$ cat src/hw/xmp_map.svh
// Register map, field positions, reset values and region decode constants
`ifndef XMP_MAP_SVH
`define XMP_MAP_SVH

`define XMP_GLOBAL_OFS 32'hFFFFF000
`define XMP_CTRL0_OFS 32'hFFFFF010
`define XMP_CTRL1_OFS 32'hFFFFF014
`define XMP_CTRL2_OFS 32'hFFFFF018
`define XMP_CTRL3_OFS 32'hFFFFF01C
`define XMP_TIMING0_OFS 32'hFFFFF020
`define XMP_TIMING1_OFS 32'hFFFFF024
`define XMP_TIMING2_OFS 32'hFFFFF028
`define XMP_TIMING3_OFS 32'hFFFFF02C

`define XMP_GLOBAL_RESET 8'h00
`define XMP_CTRL_RESET 8'h00
`define XMP_TIMING_RESET 16'h70FF
`define XMP_TIMING_MASK 16'hF7FF

`define XMP_GLOBAL_ON_BIT 0
`define XMP_CTRL_ENABLE_BIT 0
`define XMP_CTRL_WIDE_BIT 1
`define XMP_TIM_BYTE_GATE_BIT 15
`define XMP_TIM_LATCH_HI 14
`define XMP_TIM_LATCH_LO 12
`define XMP_TIM_NO_HOLD_BIT 10
`define XMP_TIM_NO_RD_TURN_BIT 9
`define XMP_TIM_NO_WR_TURN_BIT 8
`define XMP_TIM_WR_LEN_HI 7
`define XMP_TIM_WR_LEN_LO 4
`define XMP_TIM_RD_LEN_HI 3
`define XMP_TIM_RD_LEN_LO 0

`define XMP_REGION_TAG_HI 31
`define XMP_REGION_TAG_LO 16
`define XMP_REGION0_TAG 16'h1000
`define XMP_REGION1_TAG 16'h2000
`define XMP_REGION2_TAG 16'h3000
`define XMP_REGION3_TAG 16'h4000

`define XMP_IDX_NONE 4'hF
`define XMP_IDX_GLOBAL 4'h0
`define XMP_IDX_CTRL0 4'h1
`define XMP_IDX_TIMING0 4'h5

`endif

$ cat src/hw/xmp_pkg.sv
// Types shared by the external memory port
package xmp_pkg;
    // Gray codes along IDLE, LATCH, HOLD, PRE, STROBE, POST, DONE
    typedef enum logic [2:0] {
        XMP_IDLE = 3'h0,
        XMP_LATCH = 3'h1,
        XMP_HOLD = 3'h3,
        XMP_PRE = 3'h2,
        XMP_STROBE = 3'h6,
        XMP_POST = 3'h7,
        XMP_DONE = 3'h5
    } xmp_state_t;

    typedef enum logic [1:0] {
        XMP_RESP_OKAY = 2'h0,
        XMP_RESP_SLVERR = 2'h2
    } xmp_resp_t;
endpackage

$ cat src/hw/xmp_pin_sync.sv
// Two-stage synchroniser for the address/data bus input pins
`timescale 1ns/1ps
`default_nettype none
module xmp_pin_sync (
    input wire logic clk_sys, // System clock
    input wire logic rst_n, // Synchronous reset, active low
    input wire logic [15:0] pin_in, // Raw pin levels
    output logic [15:0] pin_sync // Synchronised levels
);
    logic [15:0] stage1;

    always_ff @(posedge clk_sys) begin
        if (!rst_n) begin
            stage1 <= 16'h0000;
            pin_sync <= 16'h0000;
        end else begin
            stage1 <= pin_in;
            pin_sync <= stage1;
        end
    end
endmodule // xmp_pin_sync
`default_nettype wire

$ cat src/hw/xmp_region_decode.sv
// Region decode of a processor access address
`include "xmp_map.svh"
`timescale 1ns/1ps
`default_nettype none
module xmp_region_decode (
    input wire logic [31:0] addr, // Processor access address
    output logic hit, // Address falls in one of four regions
    output logic [1:0] region // Region number when hit
);
    logic [15:0] tag;

    assign tag = addr[`XMP_REGION_TAG_HI:`XMP_REGION_TAG_LO];

    always_comb begin
        hit = 1'b1;
        region = 2'h0;
        if (tag == `XMP_REGION0_TAG) begin
            region = 2'h0;
        end else if (tag == `XMP_REGION1_TAG) begin
            region = 2'h1;
        end else if (tag == `XMP_REGION2_TAG) begin
            region = 2'h2;
        end else if (tag == `XMP_REGION3_TAG) begin
            region = 2'h3;
        end else begin
            hit = 1'b0;
        end
    end
endmodule // xmp_region_decode
`default_nettype wire

$ cat src/hw/xmp_port.sv
// External asynchronous memory port: AXI4-Lite registers and pin sequencer
// Behaviour
// - Only the low sixteen address bits reach the pins; upper bits decode.
// - Four regions at 0x1..0x4 followed by zeros, each 64 K, own select.
// - Regions up to 128 kB; 8-bit memory gets an extra upper address line. Here the decode covers 64 K only, so that line stays low.
// - Control bit 0 enables the region.
// - Control bit 1 selects a 16-bit bus, clear gives 8-bit.
// - Timing bit 15 gates lowest address bit with write strobe; else byte lanes.
// - Timing bits 14:12 add wait states to the latch strobe.
// - Timing bit 10 clear adds one address hold cycle.
// - Timing bit 9 clear adds turnaround before and after read strobe.
// - Timing bit 8 clear adds turnaround before and after write strobe.
// - Timing bits 7:4 give write strobe length, code plus one clocks.
// - Timing bits 3:0 give read strobe length, code plus one clocks.
//
// Chosen here: the AXI4-Lite register port.
`include "xmp_map.svh"
`timescale 1ns/1ps
`default_nettype none
module xmp_port
    import xmp_pkg::*;
(
    input wire logic clk_sys, // System clock, 200 MHz
    input wire logic rst_n, // Synchronous reset, active low
    // AXI4-Lite register slave
    input wire logic [31:0] s_axi_awaddr, // Write address
    input wire logic s_axi_awvalid, // Write address valid
    output logic s_axi_awready, // Write address ready
    input wire logic [31:0] s_axi_wdata, // Write data
    input wire logic [3:0] s_axi_wstrb, // Write byte strobes
    input wire logic s_axi_wvalid, // Write data valid
    output logic s_axi_wready, // Write data ready
    output logic [1:0] s_axi_bresp, // Write response
    output logic s_axi_bvalid, // Write response valid
    input wire logic s_axi_bready, // Write response ready
    input wire logic [31:0] s_axi_araddr, // Read address
    input wire logic s_axi_arvalid, // Read address valid
    output logic s_axi_arready, // Read address ready
    output logic [31:0] s_axi_rdata, // Read data
    output logic [1:0] s_axi_rresp, // Read response
    output logic s_axi_rvalid, // Read data valid
    input wire logic s_axi_rready, // Read data ready
    // Processor access port
    input wire logic mem_req, // Access request, held until mem_ack
    input wire logic [31:0] mem_addr, // Byte address of the access
    input wire logic mem_we, // One for write
    input wire logic [15:0] mem_wdata, // Write data
    input wire logic [1:0] mem_be, // Byte enables, 16-bit regions
    output logic mem_ack, // One-cycle completion pulse
    output logic mem_err, // Refused access, with mem_ack
    output logic [15:0] mem_rdata, // Read data, valid with mem_ack
    // External memory pins
    output logic [15:0] ad_out, // Address/data bus drive value
    output logic ad_oe, // Address/data bus drive enable
    input wire logic [15:0] ad_in, // Address/data bus pin level
    output logic upper_extra_address_bit, // Extra address line, 8-bit regions
    output logic lowest_address_bit, // Lowest address bit, optionally gated
    output logic [3:0] region_select_n, // Region selects, active low
    output logic write_strobe_n, // Write strobe, active low
    output logic read_strobe_n, // Read strobe, active low
    output logic latch_strobe, // Address latch strobe, active high
    output logic high_byte_lane_select, // High byte lane, active high
    output logic low_byte_lane_select // Low byte lane, active high
);
    logic [7:0] global_reg;
    logic [7:0] ctrl_reg [4];
    logic [15:0] timing_reg [4];

    logic aw_held;
    logic [31:0] aw_addr;
    logic w_held;
    logic [31:0] w_data;
    logic [3:0] w_strb;

    xmp_state_t state;
    xmp_state_t next_state;
    logic [3:0] cnt;
    logic [3:0] next_cnt;

    logic [1:0] acc_region;
    logic [16:0] acc_addr;
    logic acc_we;
    logic [15:0] acc_wdata;
    logic [1:0] acc_be;

    logic dec_hit;
    logic [1:0] dec_region;
    logic [15:0] ad_sync;
    logic req_ok;
    logic take_req;

    // Register index of a byte address, or none
    function automatic logic [3:0] reg_index(input logic [31:0] a);
        logic [3:0] idx;
        idx = `XMP_IDX_NONE;
        if (a == `XMP_GLOBAL_OFS) begin
            idx = `XMP_IDX_GLOBAL;
        end else if (a == `XMP_CTRL0_OFS) begin
            idx = 4'h1;
        end else if (a == `XMP_CTRL1_OFS) begin
            idx = 4'h2;
        end else if (a == `XMP_CTRL2_OFS) begin
            idx = 4'h3;
        end else if (a == `XMP_CTRL3_OFS) begin
            idx = 4'h4;
        end else if (a == `XMP_TIMING0_OFS) begin
            idx = 4'h5;
        end else if (a == `XMP_TIMING1_OFS) begin
            idx = 4'h6;
        end else if (a == `XMP_TIMING2_OFS) begin
            idx = 4'h7;
        end else if (a == `XMP_TIMING3_OFS) begin
            idx = 4'h8;
        end
        return idx;
    endfunction

    // Merge write data into a 16-bit value under byte strobes
    function automatic logic [15:0] merge16(input logic [15:0] old, input logic [31:0] d,
                                            input logic [3:0] s);
        logic [15:0] v;
        v = old;
        if (s[0]) begin
            v[7:0] = d[7:0];
        end
        if (s[1]) begin
            v[15:8] = d[15:8];
        end
        return v;
    endfunction

    xmp_region_decode u_decode (
        .addr(mem_addr),
        .hit(dec_hit),
        .region(dec_region)
    );

    xmp_pin_sync u_sync (
        .clk_sys(clk_sys),
        .rst_n(rst_n),
        .pin_in(ad_in),
        .pin_sync(ad_sync)
    );

    // AXI write channels, taken in either order
    always_ff @(posedge clk_sys) begin
        if (!rst_n) begin
            aw_held <= 1'b0;
            w_held <= 1'b0;
            aw_addr <= 32'h00000000;
            w_data <= 32'h00000000;
            w_strb <= 4'h0;
            s_axi_awready <= 1'b0;
            s_axi_wready <= 1'b0;
            s_axi_bvalid <= 1'b0;
            s_axi_bresp <= XMP_RESP_OKAY;
        end else begin
            s_axi_awready <= 1'b0;
            s_axi_wready <= 1'b0;
            if (s_axi_awvalid && s_axi_awready) begin
                aw_held <= 1'b1;
                aw_addr <= s_axi_awaddr;
            end else if (!aw_held && !s_axi_awready && !s_axi_bvalid) begin
                s_axi_awready <= s_axi_awvalid;
            end
            if (s_axi_wvalid && s_axi_wready) begin
                w_held <= 1'b1;
                w_data <= s_axi_wdata;
                w_strb <= s_axi_wstrb;
            end else if (!w_held && !s_axi_wready && !s_axi_bvalid) begin
                s_axi_wready <= s_axi_wvalid;
            end
            if (aw_held && w_held && !s_axi_bvalid) begin
                aw_held <= 1'b0;
                w_held <= 1'b0;
                s_axi_bvalid <= 1'b1;
                s_axi_bresp <= (reg_index(aw_addr) == `XMP_IDX_NONE) ? XMP_RESP_SLVERR : XMP_RESP_OKAY;
            end else if (s_axi_bvalid && s_axi_bready) begin
                s_axi_bvalid <= 1'b0;
            end
        end
    end

    logic [3:0] idx;
    logic [3:0] ridx;
    assign idx = reg_index(aw_addr);
    assign ridx = reg_index(s_axi_araddr);

    // Register storage; writes are not blocked by a running access
    always_ff @(posedge clk_sys) begin
        if (!rst_n) begin
            global_reg <= `XMP_GLOBAL_RESET;
            for (int i = 0; i < 4; i++) begin
                ctrl_reg[i] <= `XMP_CTRL_RESET;
                timing_reg[i] <= `XMP_TIMING_RESET;
            end
        end else if (aw_held && w_held && !s_axi_bvalid && w_strb[0]) begin
            if (idx == `XMP_IDX_GLOBAL) begin
                global_reg <= w_data[7:0];
            end else if (idx >= `XMP_IDX_CTRL0 && idx < `XMP_IDX_TIMING0) begin
                ctrl_reg[2'(idx - `XMP_IDX_CTRL0)] <= w_data[7:0];
            end else if (idx != `XMP_IDX_NONE) begin
                timing_reg[2'(idx - `XMP_IDX_TIMING0)] <=
                    merge16(timing_reg[2'(idx - `XMP_IDX_TIMING0)], w_data, w_strb) & `XMP_TIMING_MASK;
            end
        end else if (aw_held && w_held && !s_axi_bvalid && w_strb[1] && idx >= `XMP_IDX_TIMING0 &&
                     idx != `XMP_IDX_NONE) begin
            timing_reg[2'(idx - `XMP_IDX_TIMING0)] <=
                merge16(timing_reg[2'(idx - `XMP_IDX_TIMING0)], w_data, w_strb) & `XMP_TIMING_MASK;
        end
    end

    // AXI read channel, answer one cycle after the address
    always_ff @(posedge clk_sys) begin
        if (!rst_n) begin
            s_axi_arready <= 1'b0;
            s_axi_rvalid <= 1'b0;
            s_axi_rdata <= 32'h00000000;
            s_axi_rresp <= XMP_RESP_OKAY;
        end else begin
            s_axi_arready <= 1'b0;
            if (s_axi_rvalid) begin
                if (s_axi_rready) begin
                    s_axi_rvalid <= 1'b0;
                end
            end else if (s_axi_arvalid && s_axi_arready) begin
                s_axi_rvalid <= 1'b1;
                s_axi_rresp <= XMP_RESP_OKAY;
                if (ridx == `XMP_IDX_GLOBAL) begin
                    s_axi_rdata <= {24'h000000, global_reg};
                end else if (ridx >= `XMP_IDX_CTRL0 && ridx < `XMP_IDX_TIMING0) begin
                    s_axi_rdata <= {24'h000000, ctrl_reg[2'(ridx - `XMP_IDX_CTRL0)]};
                end else if (ridx != `XMP_IDX_NONE) begin
                    s_axi_rdata <= {16'h0000, timing_reg[2'(ridx - `XMP_IDX_TIMING0)]};
                end else begin
                    s_axi_rdata <= 32'h00000000;
                    s_axi_rresp <= XMP_RESP_SLVERR;
                end
            end else begin
                s_axi_arready <= s_axi_arvalid;
            end
        end
    end

    // no new access is taken while global enable is off
    assign req_ok = dec_hit && global_reg[`XMP_GLOBAL_ON_BIT] &&
                    ctrl_reg[dec_region][`XMP_CTRL_ENABLE_BIT];
    // Guard on mem_ack keeps a still-held request from being taken twice
    assign take_req = (state == XMP_IDLE) && mem_req && !mem_ack;

    // Pins need the new access in the take cycle, before the capture registers load
    logic [1:0] pin_region;
    logic [16:0] pin_addr;
    logic [1:0] pin_be;
    assign pin_region = (state == XMP_IDLE) ? dec_region : acc_region;
    assign pin_addr = (state != XMP_IDLE) ? acc_addr :
                      ctrl_reg[dec_region][`XMP_CTRL_WIDE_BIT] ? {1'b0, mem_addr[16:1]} : mem_addr[16:0];
    assign pin_be = (state == XMP_IDLE) ? mem_be : acc_be;

    // Timing fields of the region under access
    logic [15:0] tim;
    logic wide;
    logic turn;
    logic [3:0] strobe_len;
    assign tim = timing_reg[pin_region];
    assign wide = ctrl_reg[pin_region][`XMP_CTRL_WIDE_BIT];
    assign turn = acc_we ? !tim[`XMP_TIM_NO_WR_TURN_BIT] : !tim[`XMP_TIM_NO_RD_TURN_BIT];
    assign strobe_len = acc_we ? tim[`XMP_TIM_WR_LEN_HI:`XMP_TIM_WR_LEN_LO] :
                                 tim[`XMP_TIM_RD_LEN_HI:`XMP_TIM_RD_LEN_LO];

    always_comb begin
        next_state = state;
        next_cnt = (cnt != 4'h0) ? cnt - 4'h1 : 4'h0;
        case (state)
            XMP_IDLE: begin
                if (take_req && req_ok) begin
                    next_state = XMP_LATCH;
                    next_cnt = {1'b0, timing_reg[dec_region][`XMP_TIM_LATCH_HI:`XMP_TIM_LATCH_LO]};
                end
            end
            XMP_LATCH: begin
                if (cnt == 4'h0) begin
                    if (!tim[`XMP_TIM_NO_HOLD_BIT]) begin
                        next_state = XMP_HOLD;
                    end else if (turn) begin
                        next_state = XMP_PRE;
                    end else begin
                        next_state = XMP_STROBE;
                        next_cnt = strobe_len;
                    end
                end
            end
            XMP_HOLD: begin
                if (turn) begin
                    next_state = XMP_PRE;
                end else begin
                    next_state = XMP_STROBE;
                    next_cnt = strobe_len;
                end
            end
            XMP_PRE: begin
                next_state = XMP_STROBE;
                next_cnt = strobe_len;
            end
            XMP_STROBE: begin
                if (cnt == 4'h0) begin
                    next_state = turn ? XMP_POST : XMP_DONE;
                end
            end
            XMP_POST: begin
                next_state = XMP_DONE;
            end
            XMP_DONE: begin
                next_state = XMP_IDLE;
            end
            default: begin
                next_state = XMP_IDLE;
            end
        endcase
    end

    always_ff @(posedge clk_sys) begin
        if (!rst_n) begin
            state <= XMP_IDLE;
            cnt <= 4'h0;
        end else begin
            state <= next_state;
            cnt <= next_cnt;
        end
    end

    // Capture of the access when taken
    always_ff @(posedge clk_sys) begin
        if (!rst_n) begin
            acc_region <= 2'h0;
            acc_addr <= 17'h00000;
            acc_we <= 1'b0;
            acc_wdata <= 16'h0000;
            acc_be <= 2'h0;
        end else if (take_req && req_ok) begin
            acc_region <= dec_region;
            acc_we <= mem_we;
            acc_wdata <= mem_wdata;
            acc_be <= mem_be;
            acc_addr <= pin_addr;
        end
    end

    // Processor answer
    always_ff @(posedge clk_sys) begin
        if (!rst_n) begin
            mem_ack <= 1'b0;
            mem_err <= 1'b0;
            mem_rdata <= 16'h0000;
        end else begin
            mem_ack <= (next_state == XMP_DONE) || (take_req && !req_ok);
            mem_err <= take_req && !req_ok;
            // Pin data lags two cycles through the synchroniser
            if (state == XMP_STROBE && cnt == 4'h0 && !acc_we) begin
                if (wide) begin
                    mem_rdata <= ad_sync;
                end else begin
                    mem_rdata <= {ad_sync[7:0], ad_sync[7:0]};
                end
            end
        end
    end

    // Pin outputs, registered from the next state
    logic nx_active;
    logic nx_addr_phase;
    logic nx_strobe;
    assign nx_active = (next_state != XMP_IDLE) && (next_state != XMP_DONE);
    assign nx_addr_phase = (next_state == XMP_LATCH) || (next_state == XMP_HOLD);
    assign nx_strobe = (next_state == XMP_STROBE);

    always_ff @(posedge clk_sys) begin
        if (!rst_n) begin
            ad_out <= 16'h0000;
            ad_oe <= 1'b0;
            upper_extra_address_bit <= 1'b0;
            latch_strobe <= 1'b0;
            region_select_n <= 4'hF;
            read_strobe_n <= 1'b1;
            write_strobe_n <= 1'b1;
        end else begin
            // latch strobe with address on the bus
            latch_strobe <= (next_state == XMP_LATCH);
            region_select_n <= nx_active ? ~(4'h1 << pin_region) : 4'hF;
            read_strobe_n <= !(nx_strobe && !acc_we);
            write_strobe_n <= !(nx_strobe && acc_we);
            // Bus released for reads outside the address phase
            ad_oe <= nx_addr_phase || (nx_active && acc_we);
            // extra line only for 8-bit regions
            upper_extra_address_bit <= nx_active && !wide && pin_addr[16];
            if (nx_addr_phase) begin
                ad_out <= pin_addr[15:0];
            end else if (wide) begin
                ad_out <= acc_wdata;
            end else begin
                ad_out <= {8'h00, acc_addr[0] ? acc_wdata[15:8] : acc_wdata[7:0]};
            end
        end
    end

    // byte write gating or byte lanes
    always_ff @(posedge clk_sys) begin
        if (!rst_n) begin
            lowest_address_bit <= 1'b0;
            high_byte_lane_select <= 1'b0;
            low_byte_lane_select <= 1'b0;
        end else if (!nx_active) begin
            lowest_address_bit <= 1'b0;
            high_byte_lane_select <= 1'b0;
            low_byte_lane_select <= 1'b0;
        end else if (tim[`XMP_TIM_BYTE_GATE_BIT]) begin
            // Low only while writing the even byte; a second chip needs its own decode
            lowest_address_bit <= pin_addr[0] || !(nx_strobe && acc_we);
            high_byte_lane_select <= 1'b1;
            low_byte_lane_select <= 1'b1;
        end else begin
            lowest_address_bit <= pin_addr[0];
            high_byte_lane_select <= wide ? pin_be[1] : pin_addr[0];
            low_byte_lane_select <= wide ? pin_be[0] : !pin_addr[0];
        end
    end
endmodule // xmp_port
`default_nettype wire

$ cat config.mk
export PLATFORM = sky130hd
export DESIGN_NAME = xmp_port
export DESIGN_NICKNAME = d
export VERILOG_FILES = /design/src/hw/xmp_pkg.sv /design/src/hw/xmp_pin_sync.sv /design/src/hw/xmp_region_decode.sv /design/src/hw/xmp_port.sv
export VERILOG_INCLUDE_DIRS = /design/src /design/src/hw
export SDC_FILE = /design/constraint.sdc
export NUM_CORES = 1
export LEC_CHECK = 0
export BUFFER_PORTS_ARGS = -buffer_cell sky130_fd_sc_hd__buf_2
export CAP_MARGIN = 20
export CORE_UTILIZATION = 40
export DETAILED_ROUTE_END_ITERATION = 8
export HOLD_SLACK_MARGIN = 0.12
export PLACE_DENSITY = 0.59
export SYNTH_ARGS = -nofsm -noshare
export SYNTH_HDL_FRONTEND = slang
export SYNTH_SLANG_ARGS = --single-unit
$ cat constraint.sdc
create_clock -name clk_sys -period 4.65 [get_ports clk_sys]
set_clock_uncertainty 0.2 [all_clocks]
set_input_delay 0 -clock clk_sys [delete_from_list [all_inputs] [get_ports clk_sys]]
set_output_delay 0 -clock clk_sys [all_outputs]
set_load 0.03 [all_outputs]
==> results.md, run 1 <==
- Post-Place Worst Slack: 0.241 ns
- Crit path max fanout: 11
- Drt via density: 5.45
- Synth Cell Area: 0.0139 mm2
- # rows: 67
- Type of the worst setup path: reg2reg
- CTS clk-pin slew, worst paths: 0.06 ns
- Global-route wire length before repair: 69.8 mm
- Switching fraction of total power: 22.9%
- Worst-Margin Slew: 0.983 ns
- Grt met3 use: 3.78%
- Met2 usage: 41.3%
- H-tree levels: 2
- Vias in the first global route: 13000
- Initial antenna violation count: 0
- Top Usage Layer GRT: met2
- CTS Sinks: 296
- Setup Buffers After CTS: 0
- Cell taking the most area after synthesis: dfxtp_1
- Most frequent cell after synthesis: nand2_1
- Critical Path RT: 4.71 ns
- Slew Viols, Final: 0
- Area Growth Syn to Fin: 40.4%
- Wirelength per Cell: 18.6 um
- Worst-Skew Late Latency: 0.51 ns
- RSZ-0062 raised after global routing: false
- Yosys reg bits: 296
- Switching pwr: 0.00145 W
- Routed WL: 44.6 mm
- Cell variety after synth: 90
- Die Height: 188 um
- Yosys warning count: 0
- Die area: 0.0355 mm2
- Flop2flop setup slack: 0.31 ns
- Final worst setup slack: 0.312 ns
- FMAX: 0.231 GHz
- Max FFs per register: 60
- CP Capture Type: flop
- Pwr dens: 325 mW/mm2
- DR pass1 iterations: 6
- Nets: 2112
- Number of flops mapped to enable cells by yosys: 92
- Finish-stage setup viols: 0
- Synth top area cells: dfxtp_1, edfxtp_1, nand2_1
- Pint: 0.00489 W
- DP Wirelength: 28.7 mm
- HP Class: in2reg
- CP startpoint kind: flop
- Maximum vdd drop: 247 uV
- Total GRT Usage: 24.8%
- Post-synth top area share: 29.4%
- Rel. slew slack: 34.5%
- CTS tree: built
- Chip width: 188 um
- CTS Buf Count: 34
- Max Cap Viol: 0
- Sequential power share: 44.1%
- Final Power: 0.00634 W
- Final Hold Fails: 0
- Status: complete, no violations
- Final ANT Viol Nets: 0
- Clock power share: 45.7%
- Part of the cycle the worst path needs: 93.3%
- Layout cells sized above 1: 20.1%
- Worst path arrival time: 4.40 ns
- Placed Instance Area: 0.0154 mm2
- Non-filler cells, final: 2402
- Grt ovf: 0
- DR DRC count: 0
- Inst Count DP: 2056
- Asr flop ratio synth: 0%
- Combinational power share: 10.2%
- Top cells by count, synth: nand2_1, dfxtp_1, a21oi_1, edfxtp_1, nor2_1
- Via count: 13100
- GPL Wtd Cong: 0.881
- Mean Syn Cell Area: 9.65 um2
- Port bufs: 223
- Cell leakage power: 7.45 nW
- Primary FF master, synth: dfxtp_1
- Design Area, Final: 0.0195 mm2
- Root Buffer: clkbuf_16
- DRT iter0 DRCs: 903
- Core footprint: 0.0339 mm2
- Initial Utilization: 41.0%
- Crit path time final: 4.34 ns
- Sequential area share after synthesis: 49.3%
- CTS max path bufs: 3
- Met1 GRT Util: 32.7%
- Syn Inst Count: 1438
- Largest net degree at the start of global routing: 85
- Io pins: 262
-- cell type report --
| class | instances | area (um2) |
|---|---|---|
| Sequential cell | 296 | 6850 |
| Clock inverter | 15 | 210 |
| Fill cell | 2891 | 14400 |
| Tap cell | 448 | 561 |
| Antenna cell | 1 | 2.50 |
| Inverter | 27 | 104 |
| Multi-Input combinational cell | 1022 | 6470 |
| Timing Repair Buffer | 547 | 4280 |
| Clock buffer | 46 | 1020 |
-- power groups by stage --
stage                     Sequential [W]  Clock [W]  Combinational, W
after floorplan                  0.00284          0          0.000302
after global placement           0.00285          0          0.000461
after detailed placement         0.00285          0          0.000469
after CTS                        0.00280    0.00293          0.000632
after global routing             0.00281    0.00304          0.000697
final                            0.00280    0.00290          0.000646
-- cells by family after synthesis --
family	Yosys count	share of synthesized area, %
compound gates	287	13.4
other cells	1	0.0270
mux	86	10.0
simple gates	616	21.2
fa+ha+maj	12	1.03
xor+xnor	2	0.126
buf+inv	138	4.88
flops	296	49.3
-- layer usage --
layer / share of wire, % / wire length, um
met4: 3.0 / 1360
met5: 0 / 0
met1: 42 / 18800
met2: 48 / 21200
met3: 7.0 / 3130
-- worst max-delay path, cell delays in order, from the launching register on --
cell and delay (ns):
dfxtp_1 0.31, or4b_4 0.54, nor4_4 0.37, nand2_1 0.16
a21oi_2 0.20, inv_1 0.15, ha_1 0.23, or3b_2 0.44
a32oi_1 0.16, o2111ai_1 0.15, a21oi_1 0.19, a2111o_1 0.19
or2_1 0.41, o31ai_2 0.12, buf_4 0.25
-- repair_timing --
| item | CTS | global route |
|---|---|---|
| resized for setup | 0 | 1 |
| hold buffers | 283 | 0 |
| endpoints found under the setup margin | 0 | 22 |
| hold endpoints to repair | 154 | 0 |
-- per-stage QoR --
step / util, % / hold WS [ns] / TNS (ns)
after floorplan: - / -0.0727 / -0.467
after global placement: 45.4 / 0.00921 / 0
after detailed placement: 45.4 / 0.00992 / 0
after CTS: 57.4 / 0.122 / 0
after global routing: 57.5 / 0.150 / 0
final: 57.5 / 0.140 / 0
-- path summary, 6_finish.rpt --
path	from	cells past startpoint	endpoint
max	aw_addr[9]$_SDFFE_PN0P_	14	timing_reg[2][2]$_SDFFCE_PN1P_
min	s_axi_arvalid	3	s_axi_arready$_SDFF_PP0_
max reg2reg	aw_addr[9]$_SDFFE_PN0P_	14	timing_reg[2][2]$_SDFFCE_PN1P_
min reg2reg	u_sync.stage1[7]$_SDFF_PN0_	1	u_sync.pin_sync[7]$_SDFF_PN0_
-- cell usage in the layout (no fill, tap or decap), drive strengths merged, types with 30 or more instances in the layout --
cell type	count
nand4	30
buf	264
and2	63
mux4	41
nand3	53
dlygate4sd3	283
edfxtp	92
nand2	290
o21ai	38
clkbuf	46
nor2	74
mux2i	42
a21oi	117
nor3	37
dfxtp	204
(Power assumes the default switching activity.)
==> run 2: changes to the inputs <==
--- a/config.mk
+++ b/config.mk
@@ -8,10 +8,11 @@
 export LEC_CHECK = 0
 export BUFFER_PORTS_ARGS = -buffer_cell sky130_fd_sc_hd__buf_2
 export CAP_MARGIN = 20
+export CORE_MARGIN = 2
 export CORE_UTILIZATION = 40
 export DETAILED_ROUTE_END_ITERATION = 8
 export HOLD_SLACK_MARGIN = 0.12
-export PLACE_DENSITY = 0.59
+export PLACE_DENSITY = 0.57
 export SYNTH_ARGS = -nofsm -noshare
 export SYNTH_HDL_FRONTEND = slang
 export SYNTH_SLANG_ARGS = --single-unit
==> constraint.sdc (replaced) <==
create_clock -name clk_sys -period 4.7 [get_ports clk_sys]
set_clock_uncertainty 0.2 [all_clocks]
set_input_delay 0 -clock clk_sys [delete_from_list [all_inputs] [get_ports clk_sys]]
set_output_delay 0 -clock clk_sys [all_outputs]
set_load 0.03 [all_outputs]
==> run 2 against run 1 <==
Total power shrank 2.7%. Register-to-register slack lost 0.14 ns. Clock-buffer cell count is 4 higher. Sequential power barely moved. Critical path type unchanged. Largest cell class unchanged. Largest power group is now sequential cells.
==> results.md, run 2 (synthesized netlist as in run 1, its figures left out) <==
- Wirelength per Cell: 18.9 um
- Setup Buffers After CTS: 0
- DRT iter0 DRCs: 858
- DP Wirelength: 28.8 mm
- Final Hold Fails: 0
- Worst-Margin Slew: 1.06 ns
- Pwr dens: 316 mW/mm2
- Drt via density: 5.42
- Worst-Skew Late Latency: 0.53 ns
- Initial antenna violation count: 0
- CP Capture Type: flop
- H-tree levels: 2
- Final ANT Viol Nets: 0
- Status: complete, no violations
- Vias in the first global route: 13000
- Maximum vdd drop: 360 uV
- Critical Path Max Stage Delay: 0.61 ns
- Finish-stage setup viols: 0
- Post-Place Worst Slack: 0.328 ns
- Core footprint: 0.0344 mm2
- Die area: 0.0362 mm2
- Type of the worst setup path: reg2reg
- Part of the cycle the worst path needs: 96.4%
- FMAX: 0.221 GHz
- Max Cap Viol: 0
- Placed Instance Area: 0.0154 mm2
- CTS clk-pin slew, worst paths: 0.06 ns
- CP startpoint kind: flop
- Io pins: 262
- CTS Sinks: 296
- Critical Path RT: 4.96 ns
- Commonest non-fill, non-tap cell in the layout: dlygate4sd3_1
- # rows: 68
- GPL Wtd Cong: 0.894
- Largest net degree at the start of global routing: 85
- Grt ovf: 0
- Port bufs: 223
- CTS max path bufs: 3
- Antenna diodes: 0
- DR pass1 iterations: 7
- Final worst setup slack: 0.170 ns
- Area Growth Syn to Fin: 40.8%
- Die Height: 190 um
- Layout cells sized above 1: 19.8%
- Routed WL: 45.6 mm
- Cells along the critical path: nor3_2 > nand2b_1 > o2bb2a_4 > o221a_2 > a2111o_1 > nand2_4 > buf_4 > nand3_1 > dlygate4sd3_1 > o21ai_0 > dlygate4sd3_1
- Max FFs per register: 60
- Total GRT Usage: 24.5%
- Worst path arrival time: 4.79 ns
- Rel. slew slack: 29.1%
- Global-route wire length before repair: 70.2 mm
- Critical-path top delay cell: dlygate4sd3_1
- Nets: 2120
- CP most frequent cell: dlygate4sd3_1
- CTS Buf Count: 34
- DR DRC count: 0
- Layout filler cell count: 3004
- Initial Utilization: 40.4%
- CTS tree: built
- Via count: 13100
- Most frequent cells in the layout: dlygate4sd3_1, nand2_1, buf_2, dfxtp_1, a21oi_1
- HP Class: in2reg
- Setup TNS: 0 ns
- Cell leakage power: 7.47 nW
- RSZ-0062 raised after global routing: false
- Hold WS: 0.131 ns
- Crit path time final: 4.53 ns
- Crit path max fanout: 25
- Slew Viols, Final: 0
- Root Buffer: clkbuf_16
- Design Area, Final: 0.0195 mm2
- Chip width: 190 um
-- run 2: power breakdown --
group / total, W / internal, W / switching (W) / leakage, nW
clock: 0.00275 / 0.00167 / 0.00108 / 0.576
sequential: 0.00277 / 0.00271 / 0.0000595 / 2.49
combinational: 0.000653 / 0.000330 / 0.000323 / 4.40
-- run 2: timing repair --
action | in CTS | in global routing
endpoints found under the hold margin | 159 | 0
resized for setup | 0 | 2
endpoints found under the setup margin | 0 | 1
hold buffers | 292 | 0
-- run 2: per-stage QoR --
step                utilization (%)  cells  total power (W)
global route                   56.9   2416          0.00640
global placement               44.8   2062          0.00329
detailed placement             44.8   2062          0.00329
CTS                            56.7   2415          0.00620
finish                         56.9   2416          0.00617
floorplan                         -   1456          0.00311
-- run 2: worst paths after layout --
| check | to | slack, ns | start | cells past startpoint |
|---|---|---|---|---|
| min | s_axi_arready$_SDFF_PP0_ | 0.13 | s_axi_arvalid | 3 |
| min reg2reg | u_sync.pin_sync[2]$_SDFF_PN0_ | 0.23 | u_sync.stage1[2]$_SDFF_PN0_ | 1 |
| max | ad_out[11]$_SDFF_PN0_ | 0.17 | state[2]$_SDFF_PN0_ | 11 |
| max reg2reg | ad_out[11]$_SDFF_PN0_ | 0.17 | state[2]$_SDFF_PN0_ | 11 |
-- run 2: worst max-delay path, delay by kind of cell, from the launching register on --
family | cells | cell delay, ns
and+or+nand+nor | 4 | 1.20
AOI/OAI and AO/OA | 4 | 1.21
DFF | 1 | 0.43
buffers and inverters | 3 | 1.41
-- run 2: area by class of cell --
class | count | area [um2] | share of cell area (%)
Clock buffer | 50 | 1050 | 5.35
Clock inverter | 11 | 126 | 0.647
Inverter | 27 | 104 | 0.531
Multi-Input combinational cell | 1022 | 6460 | 33.1
Sequential cell | 296 | 6850 | 35.0
Tap cell | 455 | 569 | 2.91
Timing Repair Buffer | 555 | 4380 | 22.4
-- run 2: routing by layer --
layer	vias to the layer above	global-route usage, %	wire, um
met5	-	0	0
met4	0	9.42	1670
met3	108	3.74	3100
met2	558	41.2	21500
met1	6287	31.9	19300
li1	6143	-	-
==> run 3: changes to the inputs <==
--- a/config.mk
+++ b/config.mk
@@ -10,6 +10,7 @@
 export CAP_MARGIN = 20
 export CORE_MARGIN = 2
 export CORE_UTILIZATION = 40
+export CTS_BUF_LIST = sky130_fd_sc_hd__clkbuf_16
 export DETAILED_ROUTE_END_ITERATION = 8
 export HOLD_SLACK_MARGIN = 0.12
 export PLACE_DENSITY = 0.57
==> run 3 against run 2 <==
Clock-buffer cell count decreased by 12. Sequential cell count unchanged. Fmax increased by 0.24%. Largest cell class unchanged. Critical path type unchanged. Cell area decreased by 0.26%.
==> results.md, run 3 (synthesized netlist as in run 1, its figures left out) <==
- Status: complete, no violations
- Io pins: 262
- # rows: 68
- Setup Buffers After CTS: 0
- Maximum vdd drop: 358 uV
- Initial antenna violation count: 0
- Clock power share: 43.6%
- CP startpoint kind: flop
- DP Wirelength: 28.8 mm
- Worst-Margin Slew: 1.05 ns
- Crit path time final: 4.52 ns
- Core footprint: 0.0344 mm2
- Layout cells sized above 1: 19.6%
- Die Height: 190 um
- CP Capture Type: flop
- Switching pwr: 0.00146 W
- Final Hold Fails: 0
- Area Growth Syn to Fin: 40.4%
- H-tree levels: 2
- RSZ-0062 raised after global routing: false
- Nets: 2120
- Worst-Skew Late Latency: 0.53 ns
- CTS clk-pin slew, worst paths: 0.06 ns
- Combinational power share: 10.7%
- Commonest non-fill, non-tap cell in the layout: dlygate4sd3_1
- CTS max path bufs: 3
- Part of the cycle the worst path needs: 96.2%
- Type of the worst setup path: reg2reg
- Setup TNS: 0 ns
- Sequential power share: 45.6%
- Pint: 0.00461 W
- Initial Utilization: 40.4%
- Die area: 0.0362 mm2
- DR pass1 iterations: 5
- CTS Buf Count: 34
- Placed Instance Area: 0.0154 mm2
- DRT iter0 DRCs: 842
- Chip width: 190 um
- Routed WL: 45.4 mm
- Vias in the first global route: 13000
- Design Area, Final: 0.0195 mm2
- Port bufs: 223
- Fin util: 56.7%
- Drt via density: 5.41
- DR DRC count: 0
- Critical Path RT: 4.96 ns
- Rel. slew slack: 29.8%
- Pwr dens: 312 mW/mm2
- Max FFs per register: 60
- Wirelength per Cell: 18.8 um
- CTS Sinks: 296
- Total GRT Usage: 24.5%
- FMAX: 0.221 GHz
- GPL Wtd Cong: 0.894
- Via count: 13100
- Grt ovf: 0
- Layout filler cell count: 3009
- Final ANT Viol Nets: 0
- CTS tree: built
- Antenna diodes: 0
- Switching fraction of total power: 24.1%
- Largest net degree at the start of global routing: 85
- Root Buffer: clkbuf_16
- Max Cap Viol: 0
- Post-Place Worst Slack: 0.328 ns
- HP Class: in2reg
- Cell leakage power: 7.47 nW
- Final Power: 0.00607 W
- Global-route wire length before repair: 70.1 mm
- Crit path max fanout: 25
- Slew Viols, Final: 0
- Finish-stage setup viols: 0
- Worst path arrival time: 4.78 ns
- Final worst setup slack: 0.181 ns
- Most frequent cells in the layout: dlygate4sd3_1, nand2_1, buf_2, dfxtp_1, a21oi_1
[run 3: worst paths after layout]
| kind | depth (start not counted) | startpoint | slack, ns | end |
|---|---|---|---|---|
| worst max-delay path | 11 | state[2]$_SDFF_PN0_ | 0.18 | ad_out[11]$_SDFF_PN0_ |
| worst max register to register | 11 | state[2]$_SDFF_PN0_ | 0.18 | ad_out[11]$_SDFF_PN0_ |
| worst min register to register | 1 | u_sync.stage1[2]$_SDFF_PN0_ | 0.23 | u_sync.pin_sync[2]$_SDFF_PN0_ |
| worst min-delay path | 3 | s_axi_arvalid | 0.14 | s_axi_arready$_SDFF_PP0_ |
[run 3: layout make-up]
class                           instances  area [um2]  share of cell area [%]
Sequential cell                       296        6850                    35.1
Clock inverter                         23         171                   0.879
Timing Repair Buffer                  555        4380                    22.5
Tap cell                              455         569                    2.92
Inverter                               27         104                   0.533
Multi-Input combinational cell       1022        6460                    33.2
Clock buffer                           38         951                    4.88
[run 3: critical path, cell delays in order (launching register included)]
cell and delay (ns):
dfxtp_1 0.43, nor3_2 0.44, nand2b_1 0.38, o2bb2a_4 0.35, o221a_2 0.32, a2111o_1 0.49
nand2_4 0.29, buf_4 0.25, nand3_1 0.09, dlygate4sd3_1 0.61, o21ai_0 0.07, dlygate4sd3_1 0.55
[run 3: metrics by stage]
step,hold WS (ns),cells
2_1_floorplan,-0.0727,1456
3_3_place_gp,0.0100,2062
3_5_place_dp,0.0112,2062
4_1_cts,0.121,2415
5_1_grt,0.133,2416
6_report,0.137,2416
[run 3: repair_timing]
action                                  in CTS  in global routing
hold buffers                               292                  0
endpoints found under the setup margin       0                  1
gates resized for setup                      0                  2
endpoints found under the hold margin      159                  0
[run 3: power by group through the flow]
stage	Clock, W	Combinational, W	Sequential (W)
after floorplan	0	0.000299	0.00281
final	0.00265	0.000652	0.00277
after global routing	0.00281	0.000709	0.00278
after global placement	0	0.000466	0.00282
after CTS	0.00270	0.000637	0.00277
after detailed placement	0	0.000471	0.00282
[run 3: routing by layer]
layer	up-vias	routed length [um]	part of all wire [%]	track usage (%)
met5	-	0	0	0
met4	0	1680	3.7	9.54
met3	106	2910	6.4	3.79
met2	527	21400	47	41.0
met1	6278	19300	43	31.9
li1	6148	-	-	-
